[src/rtl/mioc_pkg.sv]
// Package: shared constants and types for the memory and I/O ordering block
package mioc_pkg;
  localparam int unsigned MIOC_PCI_DATA_W = 64;
  localparam int unsigned MIOC_ADDR_W = 32;
  localparam int unsigned MIOC_POST_DEPTH = 4;
  localparam int unsigned MIOC_DEV_DEPTH = 4;
  localparam int unsigned MIOC_NUM_REQ = 3;
  // Requester indices into the memory arbiter
  localparam int unsigned MIOC_REQ_CPU = 0;
  localparam int unsigned MIOC_REQ_DEV = 1;
  localparam int unsigned MIOC_REQ_TLB = 2;
  localparam logic [1:0] MIOC_RST_LAST = 2'h2;

  typedef enum logic [1:0] {
    MIOC_CMD_MEM_MISS = 2'h0,
    MIOC_CMD_IO_WRITE = 2'h1,
    MIOC_CMD_IO_READ = 2'h2,
    MIOC_CMD_BARRIER = 2'h3
  } mioc_cmd_t;

  typedef enum logic [1:0] {
    MIOC_DEV_READ = 2'h0,
    MIOC_DEV_WRITE = 2'h1,
    MIOC_DEV_TLB = 2'h2,
    MIOC_DEV_NONE = 2'h3
  } mioc_dev_t;

  typedef enum logic [1:0] {
    MIOC_PRB_READ = 2'h0,
    MIOC_PRB_FLUSH = 2'h1
  } mioc_probe_t;

  typedef enum logic [1:0] {
    MIOC_MOP_READ = 2'h0,
    MIOC_MOP_WRITE = 2'h1,
    MIOC_MOP_RMW = 2'h2
  } mioc_mop_t;
endpackage : mioc_pkg

[src/rtl/mioc_arb_if.sv]
// Interface: arbiter request and grant between core and arbiter
`timescale 1ns/100ps
interface mioc_arb_if;
  import mioc_pkg::*;
  logic [MIOC_NUM_REQ-1:0] req;
  logic [MIOC_NUM_REQ-1:0] grant;
  logic done;
  modport core (output req, output done, input grant);
  modport arb (input req, input done, output grant);
endinterface : mioc_arb_if

[src/rtl/mioc_arbiter.sv]
// Round-robin memory ownership arbiter
`timescale 1ns/100ps
module mioc_arbiter
  import mioc_pkg::*;
(
  input wire logic clock,
  input wire logic reset_n,
  mioc_arb_if.arb arb
);
  logic [MIOC_NUM_REQ-1:0] grant_ff;
  logic [1:0] last_ff;
  logic [MIOC_NUM_REQ-1:0] nxt_grant;
  logic [1:0] idx;

  // Start search one past the last winner so no requester starves
  always_comb begin
    nxt_grant = '0;
    idx = '0;
    for (int i = 1; i <= MIOC_NUM_REQ; i++) begin
      idx = 2'((int'(last_ff) + i) % MIOC_NUM_REQ);
      if (nxt_grant == '0 && arb.req[idx]) begin
        nxt_grant[idx] = 1'b1;
      end
    end
  end

  // Ownership held until the owner reports done
  always_ff @(posedge clock or negedge reset_n) begin
    if (!reset_n) begin
      grant_ff <= '0;
      last_ff <= MIOC_RST_LAST;
    end else if (grant_ff != '0) begin
      if (arb.done) begin
        grant_ff <= '0;
      end
    end else if (nxt_grant != '0) begin
      grant_ff <= nxt_grant;
      for (int j = 0; j < MIOC_NUM_REQ; j++) begin
        if (nxt_grant[j]) begin
          last_ff <= 2'(j);
        end
      end
    end
  end

  assign arb.grant = grant_ff;
endmodule : mioc_arbiter

[src/rtl/mioc_order.sv]
// Coherency and ordering core between processor, DRAM and the 64-bit PCI bus
`timescale 1ns/100ps
// Overview of operation
// - Barrier instructions from the processor are accepted and do nothing.
// - Processor I/O read waits until all earlier posted processor I/O writes drained.
// - Device memory read waits until that device's earlier memory writes are drained.
// - Device reads of memory may pass buffered processor writes to that device.
// - DRAM performs only one access at a time.
// - Read-modify-write halves are atomic; nothing is inserted between them.
// - Miss with victim reads the block then writes victim, back to back.
// - Memory owner keeps exclusive memory until all its activity finishes.
// - TLB miss probes processor with read only after owning memory.
// - Device read probes processor with read only after owning memory.
// - Device write flush-probes after ownership; one memory write merges both data.
// - Probe-plus-memory sequences never interleave with each other.
// - The outgoing I/O bus is PCI with a 64-bit data path.
// - Processor commands are processed strictly in issue order.
// - Control register operations occur one at a time, in issue order.
// - Processor I/O commands reach PCI in emitted order.
module mioc_order
  import mioc_pkg::*;
#(
  parameter int unsigned POST_DEPTH = MIOC_POST_DEPTH,
  parameter int unsigned DEV_DEPTH = MIOC_DEV_DEPTH
) (
  input wire logic clock,
  input wire logic reset_n,
  input wire logic cpu_cmd_valid,
  input wire mioc_cmd_t cpu_cmd,
  input wire logic cpu_victim,
  input wire logic cpu_partial,
  input wire logic [MIOC_ADDR_W-1:0] cpu_addr,
  input wire logic [MIOC_PCI_DATA_W-1:0] cpu_wdata,
  output logic cpu_cmd_ready,
  output logic cpu_cmd_done,
  input wire logic dev_req_valid,
  input wire mioc_dev_t dev_req,
  input wire logic [MIOC_ADDR_W-1:0] dev_addr,
  output logic dev_req_ready,
  output logic dev_req_done,
  input wire logic dev_wbuf_push,
  input wire logic dev_wbuf_pop,
  output logic probe_valid,
  output mioc_probe_t probe_cmd,
  output logic [MIOC_ADDR_W-1:0] probe_addr,
  input wire logic probe_ack,
  output logic mem_valid,
  output mioc_mop_t mem_op,
  output logic [MIOC_ADDR_W-1:0] mem_addr,
  input wire logic mem_done,
  output logic pci_valid,
  output logic pci_write,
  output logic [MIOC_ADDR_W-1:0] pci_addr,
  output logic [MIOC_PCI_DATA_W-1:0] pci_wdata,
  input wire logic pci_ready
);
  // ****************************************
  // Memory sequencer states
  // ****************************************
  typedef enum logic [6:0] {
    MIOC_S_IDLE = 7'h01,
    MIOC_S_WAIT = 7'h02,
    MIOC_S_PROBE = 7'h04,
    MIOC_S_MEM1 = 7'h08,
    MIOC_S_MEM2 = 7'h10,
    MIOC_S_DONE = 7'h20,
    MIOC_S_GAP = 7'h40
  } mioc_state_t;

  mioc_state_t state_ff;
  mioc_arb_if arb_bus ();
  logic [$clog2(POST_DEPTH+1)-1:0] post_cnt_ff;
  logic [$clog2(DEV_DEPTH+1)-1:0] dev_cnt_ff;
  logic cpu_mem_pend;
  logic dev_mem_pend;
  logic tlb_mem_pend;
  logic cpu_is_io_wr;
  logic cpu_is_io_rd;
  logic io_busy_ff;
  logic io_wr_ff;
  logic [MIOC_ADDR_W-1:0] io_addr_ff;
  logic [MIOC_PCI_DATA_W-1:0] io_data_ff;
  logic pci_take;
  logic owner_cpu_ff;
  logic two_phase_ff;
  mioc_mop_t op2_ff;
  logic cpu_cmd_done_ff;
  logic dev_req_done_ff;

  mioc_arbiter u_arb (
    .clock(clock),
    .reset_n(reset_n),
    .arb(arb_bus.arb)
  );

  // ****************************************
  // Processor command intake
  // ****************************************
  // One command in flight at a time keeps issue order and single register ops
  assign cpu_is_io_wr = cpu_cmd_valid && cpu_cmd == MIOC_CMD_IO_WRITE;
  assign cpu_is_io_rd = cpu_cmd_valid && cpu_cmd == MIOC_CMD_IO_READ;
  assign cpu_mem_pend = cpu_cmd_valid && cpu_cmd == MIOC_CMD_MEM_MISS && !cpu_cmd_done_ff;
  assign dev_mem_pend = dev_req_valid && dev_req != MIOC_DEV_TLB && dev_req != MIOC_DEV_NONE
    && !dev_req_done_ff && !(dev_req == MIOC_DEV_READ && dev_cnt_ff != '0);
  assign tlb_mem_pend = dev_req_valid && dev_req == MIOC_DEV_TLB && !dev_req_done_ff;
  assign arb_bus.req = {tlb_mem_pend, dev_mem_pend, cpu_mem_pend};
  assign arb_bus.done = state_ff == MIOC_S_DONE;

  // Single-entry posted write; reads wait for it, barriers retire at once
  assign pci_take = !io_busy_ff && ((cpu_is_io_wr && post_cnt_ff < POST_DEPTH)
    || (cpu_is_io_rd && post_cnt_ff == '0));

  always_comb begin
    cpu_cmd_ready = 1'b0;
    unique case (cpu_cmd)
      MIOC_CMD_BARRIER: cpu_cmd_ready = cpu_cmd_valid;
      MIOC_CMD_IO_WRITE: cpu_cmd_ready = pci_take;
      MIOC_CMD_IO_READ: cpu_cmd_ready = io_busy_ff && !io_wr_ff && pci_ready;
      MIOC_CMD_MEM_MISS: cpu_cmd_ready = cpu_cmd_done_ff;
    endcase
  end

  // ****************************************
  // PCI issue stage
  // ****************************************
  always_ff @(posedge clock or negedge reset_n) begin
    if (!reset_n) begin
      io_busy_ff <= 1'b0;
      io_wr_ff <= 1'b0;
      io_addr_ff <= '0;
      io_data_ff <= '0;
    end else if (io_busy_ff) begin
      if (pci_ready) begin
        io_busy_ff <= 1'b0;
      end
    end else if (pci_take) begin
      io_busy_ff <= 1'b1;
      io_wr_ff <= cpu_is_io_wr;
      io_addr_ff <= cpu_addr;
      io_data_ff <= cpu_wdata;
    end
  end

  // Posted writes still owed to PCI; count rises on intake, falls on issue
  always_ff @(posedge clock or negedge reset_n) begin
    if (!reset_n) begin
      post_cnt_ff <= '0;
    end else if ((pci_take && cpu_is_io_wr) && !(io_busy_ff && io_wr_ff && pci_ready)) begin
      post_cnt_ff <= post_cnt_ff + 1'b1;
    end else if (!(pci_take && cpu_is_io_wr) && io_busy_ff && io_wr_ff && pci_ready) begin
      post_cnt_ff <= post_cnt_ff - 1'b1;
    end
  end

  assign pci_valid = io_busy_ff;
  assign pci_write = io_wr_ff;
  assign pci_addr = io_addr_ff;
  assign pci_wdata = io_data_ff;

  // Device memory-write buffer occupancy
  always_ff @(posedge clock or negedge reset_n) begin
    if (!reset_n) begin
      dev_cnt_ff <= '0;
    end else if (dev_wbuf_push && !dev_wbuf_pop && dev_cnt_ff < DEV_DEPTH) begin
      dev_cnt_ff <= dev_cnt_ff + 1'b1;
    end else if (dev_wbuf_pop && !dev_wbuf_push && dev_cnt_ff != '0) begin
      dev_cnt_ff <= dev_cnt_ff - 1'b1;
    end
  end
  assign dev_req_ready = dev_req_done_ff;

  // ****************************************
  // Memory owner sequencer
  // ****************************************
  always_ff @(posedge clock or negedge reset_n) begin
    if (!reset_n) begin
      state_ff <= MIOC_S_IDLE;
      owner_cpu_ff <= 1'b0;
      two_phase_ff <= 1'b0;
      op2_ff <= MIOC_MOP_READ;
      mem_op <= MIOC_MOP_READ;
      mem_addr <= '0;
      probe_cmd <= MIOC_PRB_READ;
      probe_addr <= '0;
    end else begin
      unique case (state_ff)
        MIOC_S_IDLE: if (arb_bus.req != '0) state_ff <= MIOC_S_WAIT;
        MIOC_S_WAIT: begin
          if (arb_bus.grant[MIOC_REQ_CPU]) begin
            owner_cpu_ff <= 1'b1;
            two_phase_ff <= cpu_victim;
            op2_ff <= MIOC_MOP_WRITE;
            mem_op <= MIOC_MOP_READ;
            mem_addr <= cpu_addr;
            state_ff <= MIOC_S_MEM1;
          end else if (arb_bus.grant != '0) begin
            owner_cpu_ff <= 1'b0;
            two_phase_ff <= 1'b0;
            probe_cmd <= (dev_req == MIOC_DEV_WRITE) ? MIOC_PRB_FLUSH : MIOC_PRB_READ;
            probe_addr <= dev_addr;
            mem_addr <= dev_addr;
            mem_op <= (dev_req == MIOC_DEV_WRITE) ? MIOC_MOP_WRITE : MIOC_MOP_READ;
            state_ff <= MIOC_S_PROBE;
          end else if (arb_bus.req == '0) begin
            state_ff <= MIOC_S_IDLE;
          end
        end
        MIOC_S_PROBE: if (probe_ack) state_ff <= MIOC_S_MEM1;
        MIOC_S_MEM1: begin
          if (mem_done) begin
            if (two_phase_ff) begin
              two_phase_ff <= 1'b0;
              mem_op <= op2_ff;
              state_ff <= MIOC_S_MEM2;
            end else begin
              state_ff <= MIOC_S_DONE;
            end
          end else if (owner_cpu_ff && cpu_partial && mem_op == MIOC_MOP_READ) begin
            mem_op <= MIOC_MOP_RMW;
          end
        end
        MIOC_S_MEM2: if (mem_done) state_ff <= MIOC_S_DONE;
        MIOC_S_DONE: state_ff <= MIOC_S_GAP;
        MIOC_S_GAP: state_ff <= MIOC_S_IDLE;
      endcase
    end
  end

  // Done pulses clear one cycle later so a held request is not rearbitrated
  always_ff @(posedge clock or negedge reset_n) begin
    if (!reset_n) begin
      cpu_cmd_done_ff <= 1'b0;
      dev_req_done_ff <= 1'b0;
    end else begin
      cpu_cmd_done_ff <= state_ff == MIOC_S_DONE && owner_cpu_ff;
      dev_req_done_ff <= state_ff == MIOC_S_DONE && !owner_cpu_ff;
    end
  end

  assign probe_valid = state_ff == MIOC_S_PROBE;
  assign mem_valid = state_ff == MIOC_S_MEM1 || state_ff == MIOC_S_MEM2;
  assign cpu_cmd_done = cpu_cmd_done_ff;
  assign dev_req_done = dev_req_done_ff;
endmodule : mioc_order

[config.mk]
export PLATFORM = sky130hd
export DESIGN_NAME = mioc_order
export DESIGN_NICKNAME = d
export VERILOG_FILES = /design/src/rtl/mioc_pkg.sv /design/src/rtl/mioc_arb_if.sv /design/src/rtl/mioc_arbiter.sv /design/src/rtl/mioc_order.sv
export SDC_FILE = /design/constraint.sdc
export NUM_CORES = 1
export LEC_CHECK = 0
export ABC_AREA = 1
export BUFFER_PORTS_ARGS = -buffer_cell sky130_fd_sc_hd__buf_2
export CAP_MARGIN = 25
export CORE_UTILIZATION = 45
export CTS_BUF_LIST = sky130_fd_sc_hd__clkbuf_8
export CTS_CLUSTER_SIZE = 25
export DETAILED_ROUTE_END_ITERATION = 7
export GPL_TIMING_DRIVEN = 0
export PLACE_DENSITY = 0.84
export SLEW_MARGIN = 10
export SYNTH_ARGS = -nofsm -noshare
export SYNTH_HDL_FRONTEND = slang
export SYNTH_SLANG_ARGS = --single-unit
[constraint.sdc]
create_clock -name clock -period 1.95 [get_ports clock]
set_input_delay 0.0975 -clock clock [delete_from_list [all_inputs] [get_ports clock]]
set_output_delay 0.0975 -clock clock [all_outputs]
set_load 0.02 [all_outputs]
# --- Word-level counts from Yosys, hierarchy flattened ---
# Cells that the tools add are included.
# W data, S select, Z words.
op_classes:
  reduce_logical: 73
  eq_ne: 23
  n_lt_le_gt_ge: 8
  mux: 52
  n_bitwise: 5
  n_div: 3
  add_sub_neg: 7
op_table:
  columns: ["cell", "n"]
  rows:
  - ["$mod A32 B2 Y32 const B", 3]
  - ["$mux W32", 2]
  - ["$mux W7", 7]
  - ["$pmux W7 S7", 1]
  - ["$logic_and A1 B1 Y1", 36]
  - ["$mux W3", 10]
  - ["$mux W2", 8]
  - ["$mux W1", 14]
  - ["$logic_not A3 Y1", 4]
  - ["$ne A2 B2 Y1 const B", 6]
  - ["$reduce_bool A3 Y1", 4]
  - ["$logic_not A1 Y1", 10]
  - ["$reduce_and A2 Y1", 5]
  - ["$reduce_bool A2 Y1", 5]
  - ["$lt A2 B3 Y1 const B", 3]
  - ["$eq A7 B1 Y1 const B", 1]
  - ["$eq A7 B2 Y1 const B", 1]
  - ["$eq A7 B3 Y1 const B", 1]
  - ["$eq A7 B4 Y1 const B", 1]
  - ["$eq A7 B5 Y1 const B", 1]
  - ["$eq A7 B6 Y1 const B", 1]
  - ["$eq A7 B7 Y1 const B", 1]
  - ["$add A2 B2 Y3 const B", 2]
  - ["$add A3 B1 Y3 const B", 2]
  - ["other kinds (23)", 42]
word_totals:
  regBits: 189
  wordCells: 189
  out_inout_bits: 172
  input_bits: 143

# --- Longest topological paths before layout ---
logic_depth:
  ltp_word: 17
  ltp_mapped: 16
  ltp_nobuf: 16

# --- Modules after synthesis ---
# A second synthesis with hierarchy kept.
hier_totals:
  hier_cells: 935
  hier_area_um2: 8104.0
by_module_without_submodules:
  columns: ["module", "instances", "seq_area_each_um2", "area_per_inst_um2", "cells_each"]
  rows:
  - ["mioc_order", 1, 4580.6, 7604.8, 861]
  - ["mioc_arbiter", 1, 126.4, 499.2, 74]

# --- Worst setup path after synthesis ---
# Ideal clock, no wire load.
synth_timing:
  path_type: "reg2reg"
  startpoint: "reg u_arb.last_ff[1]"
  endpoint: "reg u_arb.grant_ff[1], in the netlist u_arb.arb.grant[1]"
  path_buffers: 0
  period_less_slack_ns: 1.885
  slack_ns: 0.065
  required_ns: 1.833
  stages_incl_launch_ff: 17
  t_arrival_ns: 1.767
  setup_time_ns: 0.117
  cell_sequence: "dfstp_2 > inv_1 > ha_1 > inv_1 > nand3_1 > nand2_1 > nand2_1 > nand2_1 > nand2_1 > nand3_1 > nand2_1 > nor2_1 > a21oi_1 > nand3_1 > nand2_1 > nand3_1 > nand2_1"
synth_between:
  elab_chain_cells: 16
  word_cells_on_any_way: 41
  classes_between: "add/sub: 3; div: 3; order compare: 6; mux: 17; bitwise: 2; reduce/logical: 10"
synth_rtl:
  columns: ["item", "line", "source"]
  rows:
  - ["start, declared", "mioc_arbiter.sv:11", "logic [1:0] last_ff;"]
  - ["start signal, assigned", "mioc_arbiter.sv:40", "last_ff <= 2'(j);"]
  - ["$add A2 B1 Y3", "mioc_arbiter.sv:20", "idx = 2'((int'(last_ff) + i) % MIOC_NUM_REQ);"]
  - ["$mod A32 B2 Y32", "mioc_arbiter.sv:20", null]
  - ["$lt A2 B3 Y1 (not written as such) or $ge A2 B1 Y1 (tied branches)", "mioc_arbiter.sv:22", "nxt_grant[idx] = 1'b1;"]
  - ["$logic_and A1 B1 Y1 (not written as such)", "mioc_arbiter.sv:22", null]
  - ["$mux W1 (not written as such)", "mioc_arbiter.sv:22", null]
  - ["$demux W1 S2", null, null]
  - ["$mux W3", "mioc_arbiter.sv:21", "if (nxt_grant == '0 && arb.req[idx]) begin"]
  - ["$logic_not A3 Y1", "mioc_arbiter.sv:21", null]
  - ["$logic_and A1 B1 Y1", "mioc_arbiter.sv:21", null]
  - ["$mux W3", "mioc_arbiter.sv:21", null]
  - ["$logic_not A3 Y1", "mioc_arbiter.sv:21", null]
  - ["$logic_and A1 B1 Y1", "mioc_arbiter.sv:21", null]
  - ["$mux W3 (*)", "mioc_arbiter.sv:21", null]
  - ["$reduce_bool A3 Y1 (no source line)", null, null]
  - ["$reduce_bool A2 Y1 (no source line)", null, null]
  - ["$reduce_and A2 Y1 (no source line)", null, null]
  - ["end signal, assigned", "mioc_arbiter.sv:37", "grant_ff <= nxt_grant;"]
  - ["end, declared", "mioc_arbiter.sv:10", "logic [MIOC_NUM_REQ-1:0] grant_ff;"]
# Mark *: on every way between the ends. The rest lies on a longest branch, timed or not. The select of a mux whose other input is x is not followed.
# A chain may end at the register's enable or synchronous reset.

# --- Worst setup path in the final report ---
layout_timing:
  startpoint: "reg u_arb.last_ff[1]"
  endpoint: "reg u_arb.last_ff[0]"
layout_between:
  elab_chain_cells: 15
  word_cells_on_any_way: 40
  classes_between: "add/sub: 3; div: 3; order compare: 6; mux: 17; bitwise: 2; reduce/logical: 9"
layout_rtl:
  columns: ["item", "line"]
  rows:
  - ["$add A2 B1 Y3", "mioc_arbiter.sv:20"]
  - ["$mod A32 B2 Y32", "mioc_arbiter.sv:20"]
  - ["$lt A2 B3 Y1 (not written as such) or $ge A2 B1 Y1 (tied branches)", "mioc_arbiter.sv:22"]
  - ["$logic_and A1 B1 Y1 (not written as such)", "mioc_arbiter.sv:22"]
  - ["$mux W1 (not written as such)", "mioc_arbiter.sv:22"]
  - ["$demux W1 S2", null]
  - ["$mux W3", "mioc_arbiter.sv:21"]
  - ["$logic_not A3 Y1", "mioc_arbiter.sv:21"]
  - ["$logic_and A1 B1 Y1", "mioc_arbiter.sv:21"]
  - ["$mux W3", "mioc_arbiter.sv:21"]
  - ["$logic_not A3 Y1", "mioc_arbiter.sv:21"]
  - ["$logic_and A1 B1 Y1", "mioc_arbiter.sv:21"]
  - ["$mux W3 (*)", "mioc_arbiter.sv:21"]
  - ["$reduce_bool A3 Y1 (no source line) or $mux W2 (tied branches)", null]
  - ["$reduce_and A2 Y1 (no source line) or $mux W2 (tied branches)", null]
# Marked as above.

==> impl_metrics.ini <==
[run_status]
status = complete, but fails checks
failed_checks = negative setup slack

[setup_path]
crit_fanout = 4
cp.depth = 14
r2r_slack_ns = -0.19
end_kind = flop
crit_arrival_ns = 2.50
crit_buf_inv = 1
critical_path_class = reg2reg
r2r-start = u_arb.last_ff[1]
slowest_delay_ns = 0.59
critPathLaunch = u_arb.last_ff[1]
cp-endpoint = u_arb.last_ff[0]
crit_family = simple AND/OR/NAND/NOR gates
r2r-end = u_arb.last_ff[0]
cpMostUsedCell = nand2_2
crit_path_top_delay_cell = dfstp_2
required_ns = 2.30
setup.worst_path.start_class = flop
crit_chain = inv_2 > ha_4 > nor2_1 > nand3_1 > nand2_2 > nand2_2 > nand3_2 > nand3_2 > nor2_2 > a21oi_2 > nand3_1 > nand2_2 > nand2_2 > o21ai_2
reg2reg_depth = 14

[clock_tree]
clockRootBuffer = clkbuf_8
h-tree-depth = 4
insertion_delay_ns = 0.47
cts.sinks = 188
cts_tree = done
cts_made_buffers = 17
clkTransAtPathRegs_ns = 0.10
clockBufferDepth = 2

[floorplan]
die_w_microns = 134
core.rowCount = 47
fp.dieH_microns = 134
die_area_sq_um = 17900
io_pins = 315
core_area_sq_um = 16800
start_util = 0.467

[routing]
wl_microns = 29000
num_vias = 8494
drt_iter0_markers = 627
wl_per_cell_microns = 18.2
drt.antenna.violating_nets = 0
drc = 0
viasPerCell = 5.35
drt_pre_antenna_iters = 6

[synth]
synth-edff-count = 0
yosys.area.top_type = dfrtp_1
ys.flop_type = dfrtp_1
seq_area_frac_synth = 0.602
yosysWarningCount = 0
ys_seq_elements = 188
postSynthCellCount = 869
ys_top_cells_by_count = nand2_1, dfrtp_1, inv_1
ys_top_cells_by_area = dfrtp_1, nand2_1, inv_1
async_flop_share = 1.00
synth.most_common_cell = nand2_1
syn_avg_cell_area_sq_um = 9.00
synth.top_cell.area_share = 0.595
synth_fp_nets = 1018
syn_area_sq_um = 7820
synth_cell_types = 39

[sta]
slew_headroom = 0.561
finClkSkew_ns = 0.0184
rsz0062_at_grt = true
holdWs_ns = 0.0287
timing.final.crit_period_ns = 2.14
setup_violations = 11
fmax_mhz = 467
worst_slew_pin_slew_ns = 0.659
finalHoldViolations = 0
fin_ws_ns = -0.192
post-route-period-util = 1.10
finalMaxSlewViolations = 0

[flow_run]
maxCapViolations = 0

[global_route]
grt_pass1_vias = 8627
grt_usage = 0.323
grt_pass1_wl_microns = 44300
grt_max_degree = 104
gr-total-overflow = 0
antenna_found_initial = 0

[cells_and_area]
n_antenna_cell = 0
nets = 1505
drive_gt1_frac = 0.339
fin_area_sq_um = 12000
syn2layout_area_growth_pct = 53.0

[worst_hold_path]
holdCritPathClass = in2reg

[placed_design]
place_ws_ns = -0.191
io_buffers = 313
dp_hpwl_microns = 17400
routabilityCongestion = 0.913
placed_cell_area_sq_um = 9700

[power]
pwr_density_cell_nw_per_um2 = 1650
peakVddDrop_v = 0.00102
p_leak_nw = 6.57
cells by family after synthesis:
family,count (synthesis),share of synthesized area
and+or+nand+nor,395,0.203
DFF,188,0.602
buffers and inverters,147,0.0744
AOI/OAI and AO/OA,126,0.102
adders and majority gates,6,0.0115
xor gates and xnor gates,4,0.00448
muxes,2,0.00288
other,1,0.000479
area by class of cell:
cell class / instances / area [sq um]
buffer: 39 / 238
clock buffer: 18 / 248
clock inverter: 14 / 191
fill: 1120 / 4790
inverter: 108 / 415
multi-input combinational: 534 / 2780
sequential: 188 / 4710
tap: 220 / 275
timing repair buffer: 468 / 3110
layer usage:
layer | vias to the layer above | global-route usage | part of all wire
met3 | 172 | 0.0809 | 0.065
li1 | 3722 | - | -
met4 | 0 | 0.199 | 0.067
met1 | 4065 | 0.379 | 0.37
met2 | 535 | 0.533 | 0.50
met5 | - | 0 | 0
layout by cell type (no fill, tap or decap), types with 9 or more instances in the layout:
master           n
dfrtp_1        186
o21ai_1         24
o21ai_0         45
nand2_2         11
clkbuf_8        18
nand2_1        326
buf_2          312
nand3_1          9
o221ai_1        27
inv_1           96
clkbuf_1        11
nor2_1          16
buf_4           26
clkbuf_2        11
o21ai_2          9
inv_2            9
dlygate4sd3_1  136
worst min-delay path by stage:
stage | from | to | depth (start not counted)
after detailed placement | reset_n | pci_addr[8] | 1
final | dev_wbuf_pop | dev_cnt_ff[2] | 4
after CTS | cpu_cmd[0] | pci_write | 3
after global placement | cpu_wdata[8] | pci_wdata[8] | 3
after global routing | dev_wbuf_pop | dev_cnt_ff[2] | 4
after floorplan | reset_n | cpu_cmd_done | 0
flip-flops by register name, summed over array words and instances, names as in the netlist, 3 cells and up:
signal,count
u_arb.arb.grant,3
pci_wdata,64
probe_addr,32
mem_addr,32
pci_addr,32
post_cnt_ff,3
state_ff,7
dev_cnt_ff,3
report_power, final:
part           leakage, nW  switching [W]  total [W]  internal, W
clock network        0.223        0.00145    0.00289      0.00144
logic                 4.02        0.00648    0.00992      0.00344
registers             2.33        0.00118    0.00692      0.00574
total                 6.57        0.00911     0.0197       0.0106
worst min-delay path: cells and delay by family:
family	cells	cell delay, ns
xor+xnor	1	0.12
compound gates	1	0.08
buf+inv	2	0.16
metrics by stage:
stage / std cells / utilization / power [W] / setup TNS, ns
finish: 1589 / 0.714 / 0.0197 / -0.925
global route: 1589 / 0.714 / 0.0208 / -3.20
CTS: 1580 / 0.697 / 0.0188 / -0.0899
detailed placement: 1403 / 0.579 / 0.0155 / -10.14
global placement: 1402 / 0.577 / 0.0151 / -431.65
floorplan: 869 / - / 0.0121 / 0
timing repair:
item / in CTS / in global routing
buffers inserted: 9 / 9
setup endpoints to repair: 138 / 160
gates resized for setup: 33 / 90
hold endpoints to repair: 251 / 0
pin swaps: 10 / 18
hold buffers: 136 / 0
Power figures use the tool's default switching activity.
